[config.mk]
export PLATFORM = sky130hd
export DESIGN_NAME = global_status_and_mode_regs
export DESIGN_NICKNAME = d
export VERILOG_FILES = /design/src/logic/gsm_pkg.sv /design/src/logic/reg_port_if.sv /design/src/logic/global_status_and_mode_regs.sv /design/src/logic/restart_seq.sv
export SDC_FILE = /design/constraint.sdc
export NUM_CORES = 1
export LEC_CHECK = 0
export BUFFER_PORTS_ARGS = -buffer_cell sky130_fd_sc_hd__buf_4
export CAP_MARGIN = 20
export CORE_MARGIN = 5
export CORE_UTILIZATION = 30
export DETAILED_ROUTE_END_ITERATION = 6
export SYNTH_ARGS = -nofsm -noshare
export SYNTH_HDL_FRONTEND = slang
export SYNTH_SLANG_ARGS = --single-unit
[constraint.sdc]
create_clock -name clk -period 4 [get_ports clk]
set_input_delay 0.6 -clock clk [delete_from_list [all_inputs] [get_ports clk]]
set_output_delay 0.6 -clock clk [all_outputs]
set_load 0.03 [all_outputs]
[src/logic/gsm_pkg.sv]
package gsm_pkg;
    // ==========================================
    // register offsets
    localparam logic [7:0] global_status_off = 8'h00;
    localparam logic [7:0] operating_control_zero_off = 8'h01;
    localparam logic [7:0] virtual_region_base = 8'h80;
    // ==========================================
    // status field positions
    localparam int crystal_fail_pos = 6;
    localparam int power_on_reset_pos = 5;
    localparam int watchdog_reset_pos = 4;
    localparam int current_seq_pos = 3;
    localparam int voltage_seq_pos = 2;
    localparam int second_pulse_pos = 1;
    localparam int first_pulse_pos = 0;
    // ==========================================
    // control field positions
    localparam int external_clock_pos = 4;
    localparam int firmware_restart_pos = 3;
    localparam int dsp_disable_pos = 2;
    localparam int ring_osc_pos = 1;
    // ==========================================
    // reset values and writable masks
    localparam logic [7:0] global_status_rst = 8'h00;
    localparam logic [7:0] operating_control_zero_rst = 8'h00;
    localparam logic [7:0] control_write_mask = 8'h1e;
    localparam logic [7:0] status_clear_mask = 8'h30;
    // ==========================================
    // restart pulse length in cycles
    localparam logic [3:0] restart_pulse_cycles = 4'h4;
    // ==========================================
    // restart sequencer states, gray from idle to pulse to clear; clear back to idle flips both bits
    typedef enum logic [1:0] {
        rs_idle = 2'b00,
        rs_pulse = 2'b01,
        rs_clear = 2'b11
    } restart_state_t;
endpackage

[src/logic/reg_port_if.sv]
`timescale 1ns/1ps
// ==========================================
// internal register access bundle
interface reg_port_if;
    logic wr_en;
    logic rd_en;
    logic [7:0] addr;
    logic [7:0] wdata;
    logic [7:0] rdata;
    modport ctrl (output wr_en, rd_en, addr, wdata, input rdata);
    modport regs (input wr_en, rd_en, addr, wdata, output rdata);
endinterface

[src/logic/global_status_and_mode_regs.sv]
`timescale 1ns/1ps
module global_status_and_mode_regs (
    // clock and reset
    input wire logic clk,
    input wire logic rst_n,
    // host register port
    input wire logic host_wr,
    input wire logic host_rd,
    input wire logic [7:0] host_addr,
    input wire logic [7:0] host_wdata,
    output logic [7:0] host_rdata,
    // status sources
    input wire logic crystal_fail_flag,
    input wire logic power_on_event,
    input wire logic watchdog_event,
    input wire logic current_sequence_reversed,
    input wire logic voltage_sequence_reversed,
    input wire logic second_pulse_reverse,
    input wire logic first_pulse_reverse,
    // control outputs
    output logic external_clock_select,
    output logic firmware_restart,
    output logic signal_processing_disable,
    output logic ring_oscillator_mode,
    output logic ring_oscillator_active
);
    reg_port_if bus ();
    logic por_q;
    logic wdt_q;
    logic [7:0] ctrl_q;
    logic [7:0] rdata_q;
    logic [7:0] status_w;
    logic restart_done;
    logic restart_pulse;
    logic status_wr;
    logic ctrl_wr;

    // ==========================================
    // host port into the internal bundle
    assign bus.wr_en = host_wr;
    assign bus.rd_en = host_rd;
    assign bus.addr = host_addr;
    assign bus.wdata = host_wdata;
    assign host_rdata = rdata_q;
    assign bus.rdata = rdata_q;

    // address decode; virtual region and unmapped writes fall through
    always_comb begin
        status_wr = 1'b0;
        ctrl_wr = 1'b0;
        if (!bus.wr_en) begin
            status_wr = 1'b0;
        end else if (bus.addr == gsm_pkg::global_status_off) begin
            status_wr = 1'b1;
        end else if (bus.addr == gsm_pkg::operating_control_zero_off) begin
            ctrl_wr = 1'b1;
        end else if (bus.addr >= gsm_pkg::virtual_region_base) begin
            status_wr = 1'b0;
        end
    end

    // ==========================================
    // reset-cause flags: event set wins over host clear
    always_ff @(posedge clk) begin
        if (!rst_n) begin
            por_q <= gsm_pkg::global_status_rst[gsm_pkg::power_on_reset_pos];
            wdt_q <= gsm_pkg::global_status_rst[gsm_pkg::watchdog_reset_pos];
        end else begin
            if (power_on_event || restart_done) begin
                por_q <= 1'b1;
            end else if (status_wr && !bus.wdata[gsm_pkg::power_on_reset_pos]) begin
                por_q <= 1'b0;
            end
            if (watchdog_event) begin
                wdt_q <= 1'b1;
            end else if (status_wr && !bus.wdata[gsm_pkg::watchdog_reset_pos]) begin
                wdt_q <= 1'b0;
            end
        end
    end

    // live status word, bit 7 reserved
    always_comb begin
        status_w = 8'h00;
        status_w[gsm_pkg::crystal_fail_pos] = crystal_fail_flag;
        status_w[gsm_pkg::power_on_reset_pos] = por_q;
        status_w[gsm_pkg::watchdog_reset_pos] = wdt_q;
        status_w[gsm_pkg::current_seq_pos] = current_sequence_reversed;
        status_w[gsm_pkg::voltage_seq_pos] = voltage_sequence_reversed;
        status_w[gsm_pkg::second_pulse_pos] = second_pulse_reverse;
        status_w[gsm_pkg::first_pulse_pos] = first_pulse_reverse;
    end

    // ==========================================
    // control register, reserved bits masked
    // a host write in the restart-done cycle keeps its other bits; only bit 3 is forced low
    always_ff @(posedge clk) begin
        if (!rst_n) begin
            ctrl_q <= gsm_pkg::operating_control_zero_rst;
        end else if (ctrl_wr) begin
            ctrl_q <= bus.wdata & gsm_pkg::control_write_mask;
            if (restart_done) begin
                ctrl_q[gsm_pkg::firmware_restart_pos] <= 1'b0;
            end
        end else if (restart_done) begin
            ctrl_q[gsm_pkg::firmware_restart_pos] <= 1'b0;
        end
    end

    // restart sequencing
    restart_seq u_restart (
        .clk(clk),
        .rst_n(rst_n),
        .start(ctrl_q[gsm_pkg::firmware_restart_pos] && !restart_pulse),
        .restart_pulse(restart_pulse),
        .done(restart_done)
    );

    // control outputs
    assign external_clock_select = ctrl_q[gsm_pkg::external_clock_pos];
    assign firmware_restart = restart_pulse;
    assign signal_processing_disable = ctrl_q[gsm_pkg::dsp_disable_pos];
    assign ring_oscillator_mode = ctrl_q[gsm_pkg::ring_osc_pos];
    assign ring_oscillator_active = ring_oscillator_mode || crystal_fail_flag;

    // ==========================================
    // registered read data
    always_ff @(posedge clk) begin
        if (!rst_n) begin
            rdata_q <= 8'h00;
        end else if (!bus.rd_en) begin
            rdata_q <= rdata_q;
        end else if (bus.addr == gsm_pkg::global_status_off) begin
            rdata_q <= status_w;
        end else if (bus.addr == gsm_pkg::operating_control_zero_off) begin
            rdata_q <= ctrl_q;
        end else begin
            rdata_q <= 8'h00;
        end
    end
endmodule

[src/logic/restart_seq.sv]
`timescale 1ns/1ps
// ==========================================
// firmware restart sequencer
module restart_seq (
    // clock and reset
    input wire logic clk,
    input wire logic rst_n,
    // request and outputs
    input wire logic start,
    output logic restart_pulse,
    output logic done
);
    gsm_pkg::restart_state_t state_q;
    logic [3:0] cnt_q;

    // sequence: pulse for a fixed count then report done
    always_ff @(posedge clk) begin
        if (!rst_n) begin
            state_q <= gsm_pkg::rs_idle;
            cnt_q <= 4'h0;
        end else begin
            case (state_q)
                gsm_pkg::rs_idle: begin
                    cnt_q <= 4'h0;
                    if (start) begin
                        state_q <= gsm_pkg::rs_pulse;
                    end
                end
                gsm_pkg::rs_pulse: begin
                    cnt_q <= cnt_q + 4'h1;
                    if (cnt_q == gsm_pkg::restart_pulse_cycles - 4'h1) begin
                        state_q <= gsm_pkg::rs_clear;
                    end
                end
                default: begin
                    state_q <= gsm_pkg::rs_idle;
                end
            endcase
        end
    end

    // outputs decoded from state
    assign restart_pulse = (state_q == gsm_pkg::rs_pulse);
    assign done = (state_q == gsm_pkg::rs_clear);
endmodule

### Word-level counts from Yosys, hierarchy flattened

Index checks and enable logic that the tools add are counted.

| word-level totals | value |
|---|---|
| flip-flop bits (word level) | 20 |
| bits of input ports | 27 |
| logic and storage cells | 47 |

| operators by class | value |
|---|---|
| add/sub/neg operators | 1 |
| eq/ne operators | 6 |
| multiplexer cells | 18 |
| reductions and logical operators | 15 |

Operator list:

| operator | count |
|---|---|
| 2-to-1 mux 1 bit | 12 |
| equality test 8 x 1 -> 1 bit, second input constant | 1 |
| logical NOT 8 bit | 1 |
| one-hot mux 4 bit (2 select lines) | 1 |
| nonzero test 2 bit | 4 |
| 2-to-1 mux 7 bit | 1 |
| 2-to-1 mux 5 bit | 1 |
| adder 4 x 1 -> 4 bit, second input constant | 1 |
| equality test 4 x 2 -> 1 bit, second input constant | 1 |
| 2-to-1 mux 2 bit | 2 |
| inequality test 2 x 1 -> 1 bit, second input constant | 2 |
| one-hot mux 2 bit (2 select lines) | 1 |
| logical AND 1 bit | 3 |
| logical NOT 1 bit | 3 |
| equality test 2 x 1 -> 1 bit, second input constant | 1 |
| equality test 2 bit, second input constant | 1 |
| logical NOT 2 bit | 1 |
| logical OR 1 bit | 2 |
| AND reduction 2 bit | 1 |

### Longest topological paths before layout

| logic depth | value |
|---|---|
| word-level depth | 6 |
| depth in mapped cells | 4 |
| gate-level depth less buffers | 4 |

### By module

From an unflattened synthesis, not the netlist that was laid out.

| second synthesis, totals | value |
|---|---|
| cell total of the unflattened synthesis | 94 |
| area, all modules | 892.1 sq um |

Modules (own cells, without submodules):

| module | instances | cells each | area each (sq um) | seq. area each (sq um) |
|---|---|---|---|---|
| global_status_and_mode_regs | 1 | 68 | 644.4 | 260.2 |
| restart_seq | 1 | 26 | 247.7 | 120.1 |

### Least setup slack after synthesis

OpenSTA, ideal clock, no wires.

| timing path | value |
|---|---|
| kind | in2reg |
| start | in host_addr[7] |
| end | reg rdata_q[0] (netlist: host_rdata[0]) |
| library setup time | 0.069 ns |
| data arrival time | 1.646 ns |
| data required time | 3.931 ns |
| slack | 2.286 ns |
| stages | 3 |
| buffers on the path | 0 |
| cell sequence | or4_4 -> or3_4 -> o21ai_1 |

| between the ends | value |
|---|---|
| word-level cells in the longest chain between the ends | 2 |

RTL lines:

| element | line | RTL |
|---|---|---|
| start, declared | global_status_and_mode_regs.sv:9 | `input wire logic [7:0] host_addr,` |
| logical NOT 8 bit | global_status_and_mode_regs.sv:133 | `end else if (bus.addr == gsm_pkg::global_status_off) begin` |
| 2-to-1 mux 7 bit | global_status_and_mode_regs.sv:133 |  |
| end signal, assigned | global_status_and_mode_regs.sv:132 | `rdata_q <= rdata_q;` |
| end signal, assigned | global_status_and_mode_regs.sv:134 | `rdata_q <= status_w;` |
| end signal, assigned | global_status_and_mode_regs.sv:136 | `rdata_q <= ctrl_q;` |
| end, declared | global_status_and_mode_regs.sv:31 | `logic [7:0] rdata_q;` |

Every way passes these cells.
A chain may end at the register's enable or synchronous reset.

### Final worst setup path

| timing path | value |
|---|---|
| start | reg u_restart.state_q[0] |
| end | out firmware_restart |

| between the ends | value |
|---|---|
| word-level cells in the longest chain between the ends | 1 |

RTL lines:

| element | line | RTL |
|---|---|---|
| start, declared | restart_seq.sv:13 | `gsm_pkg::restart_state_t state_q;` |
| start signal, assigned | restart_seq.sv:19 | `state_q <= gsm_pkg::rs_idle;` |
| start signal, assigned | restart_seq.sv:26 | `state_q <= gsm_pkg::rs_pulse;` |
| start signal, assigned | restart_seq.sv:32 | `state_q <= gsm_pkg::rs_clear;` |
| equality test 2 x 1 -> 1 bit | restart_seq.sv:43 | `assign restart_pulse = (state_q == gsm_pkg::rs_pulse);` |
| end, declared | global_status_and_mode_regs.sv:22 | `output logic firmware_restart,` |

Every way passes these cells.

==> run metrics <==
status=complete, no violations; Post-Synth Simple-Gate Area=about 30%; DR vias/cell=slightly below 5; Final Wtd Congestion=0.7372; grt ovf=0; htree depth=1; Synth Area per Inst=8.955 um^2; Post-synth EDFFs=0; Yosys reg bits=19; latest clock arrival within the worst-skew pair=0.29 ns; Worst Hold Class=register to register; RSZ-0062 raised after global routing=no; Mapped Cells=about 100; Die Y=around 65 um; buffer count from post-CTS setup fixing=0; full die area=~0.0042 mm^2; Int Pwr=between 0.2 and 0.3 mW; Worst Hold Launch=host_rdata[6]; Setup TNS=0 ns; register area share after synthesis=between 40% and 50%; CTS sink cnt=19; Worst R2R Path Depth=4; I/O Pins=40; WP data required=about 3.4 ns; share of layout cells above drive strength 1=between 30% and 40%; final setup fails=0; slew at the pin closest to its max-slew limit=about 0.57 ns; core box area=approximately 0.0030 mm^2; Slew headroom=between 60% and 70%; most common cell after layout, fill and taps aside=buf_4; Die Wd=roughly 65 um; nets=approximately 160; Row Count=20; CTS clk-pin slew, worst paths=0.10 ns; Pre-antenna DRT Iters=4; RR Startpoint=u_restart.cnt_q[0]; Crit. End Element=primary output; Synth Area in XOR/XNOR=0%; CP Launch Type=register; Synth Area in Compound Gates=between 10% and 20%; synthesized area=913.4 um^2; endpoints failing hold=0; Vias=~800; clock share of power=about 29%; routed len/inst=between 10 and 15 um; Comb pwr share=around an eighth; first-pass GRT wire length=roughly 3600 um; initial antenna violation count=0; most frequent cells in the layout=buf_4, dfxtp_1, nand2_1; DR DRC count=0; Post-Synth Adder-Cell Area=about 1.4%; Antenna diodes=0; number of fillers in the final layout=305; peak supply drop=~0.20 mV; skew final=roughly 0.0007 ns; Area growth syn-to-layout=33.29%; PwrDens=roughly 270 mW/mm^2; proportion of power drawn by flip-flops and latches=between 50% and 60%; number of global-route vias before repair=between 800 and 900; Inst Count DP=between 150 and 200; Detailed Route Iter0 Violations=21; maximum root-to-sink buffer count=2; fin cells=roughly 170; YS warnings=0; shortest period the worst path allows=1.826 ns; pin count of the biggest net entering global routing=25; Routed Antenna Nets=0; Hold Path Depth=2; sw frac=22.88%; Sw Pwr=around 0.075 mW; PostCTS Resize Cnt=0; P_leak=about 0.5 nW; final WL=around 2100 um; CTS Buf Count=3; worst flop-to-flop path endpoint=u_restart.cnt_q[2]; pre-CTS setup slack=~2.1 ns; synth unique cells=28; gr usage total=10.69%; asr flop ratio synth=0%; final max-slew violation count=0; Crit Path Class=register to primary output; CTS tree=done; hpwl dp=approximately 1600 um; Post-CTS Hold Buffers=0; total nets after synthesis=130; ys flop type=dfxtp_1; PortBufs=35; fin crit share=45.65%; max-cap violations=0; clock root buffer=clkbuf_4; Final WS setup=2.174 ns; mux cell area share after synthesis=11.51%; CP max FO=6; worst-case register-to-register setup slack=a little under 3 ns; worst path arrival time=1.23 ns; Max Clk Rate=roughly 550 MHz; total power=0.3275 mW; largest family of logic cells by synthesized area=simple AND/OR/NAND/NOR gates; WHS Endpoint=host_rdata[6]; Initial Util=between 30% and 40%
-- flip-flops by register name, indices dropped and copies added (netlist names) --
signal	cells
host_rdata	7
ctrl_q	4
u_restart.cnt_q	4
u_restart.state_q	2
por_q	1
wdt_q	1
-- per-stage QoR --
| step | utilization (%) | hold WS (ns) | instance area (um^2) |
|---|---|---|---|
| floorplan | - | 0.4442 | 913.4 |
| global placement | 40.00 | 0.4380 | 1191 |
| detailed placement | 40.00 | 0.4430 | 1191 |
| CTS | 40.88 | 0.4591 | 1217 |
| global route | 40.88 | 0.4748 | 1217 |
| finish | 40.88 | 0.4535 | 1217 |
-- metal layers --
metal,up-vias,GRT usage [%],routed length [um]
li1,426,-,-
met1,357,12.59,908
met2,28,17.19,938
met3,2,5.641,210
met4,0,2.332,10
met5,-,0,0
-- final cells by class --
cell class | count | area [um^2] | area share [%]
sequential | 19 | 380.4 | 31.24
clock buffer | 4 | 26.28 | 2.158
multi-input combinational | 77 | 506.7 | 41.62
timing repair buffer | 35 | 262.8 | 21.58
tap | 33 | 41.29 | 3.392
-- logic make-up after synthesis --
logic type      after synthesis
compound gates               17
fa+ha+maj                     1
buf+inv                       6
flops                        19
mux                          10
other cells                   1
simple gates                 48
-- cell usage after synthesis, types with 2 or more instances --
cell type	n	area [um^2]
a21boi_0	6	45.04
dfxtp_1	19	380.4
nand4_1	4	25.02
nor2b_1	5	31.28
nand3_1	5	25.02
nand2_1	14	52.55
mux2i_1	6	60.06
nor3b_1	2	15.01
o21ai_1	3	15.01
nand2b_1	4	25.02
nor3_1	2	10.01
clkbuf_1	5	18.77
o21ai_0	4	20.02
nor2_1	4	15.01
a31oi_1	2	12.51
or3_4	2	22.52
mux2_2	4	45.04
-- worst max-delay path: stages (launching register included) --
cell     delay [ns]
dfxtp_1        0.43
nor2b_1        0.29
buf_4          0.22
-- power by group through the flow --
stage	combinational [mW]	clock, mW	sequential (mW)
2_1_floorplan	0.0198	0	0.196
3_3_place_gp	0.0410	0	0.196
3_5_place_dp	0.0417	0	0.196
4_1_cts	0.0418	0.103	0.192
5_1_grt	0.0458	0.112	0.192
6_report	0.0414	0.0947	0.191
-- worst max path at each step --
| stage | from | end | slack [ns] |
|---|---|---|---|
| 2_1_floorplan | host_addr[7] | host_rdata[0] | 2.29 |
| 3_3_place_gp | host_addr[7] | ctrl_q[1] | 2.10 |
| 3_5_place_dp | host_addr[7] | ctrl_q[3] | 2.08 |
| 4_1_cts | u_restart.state_q[0] | firmware_restart | 2.17 |
| 5_1_grt | u_restart.state_q[0] | firmware_restart | 2.04 |
| 6_report | u_restart.state_q[0] | firmware_restart | 2.17 |
No activity file was read; power rests on OpenSTA's default activity.
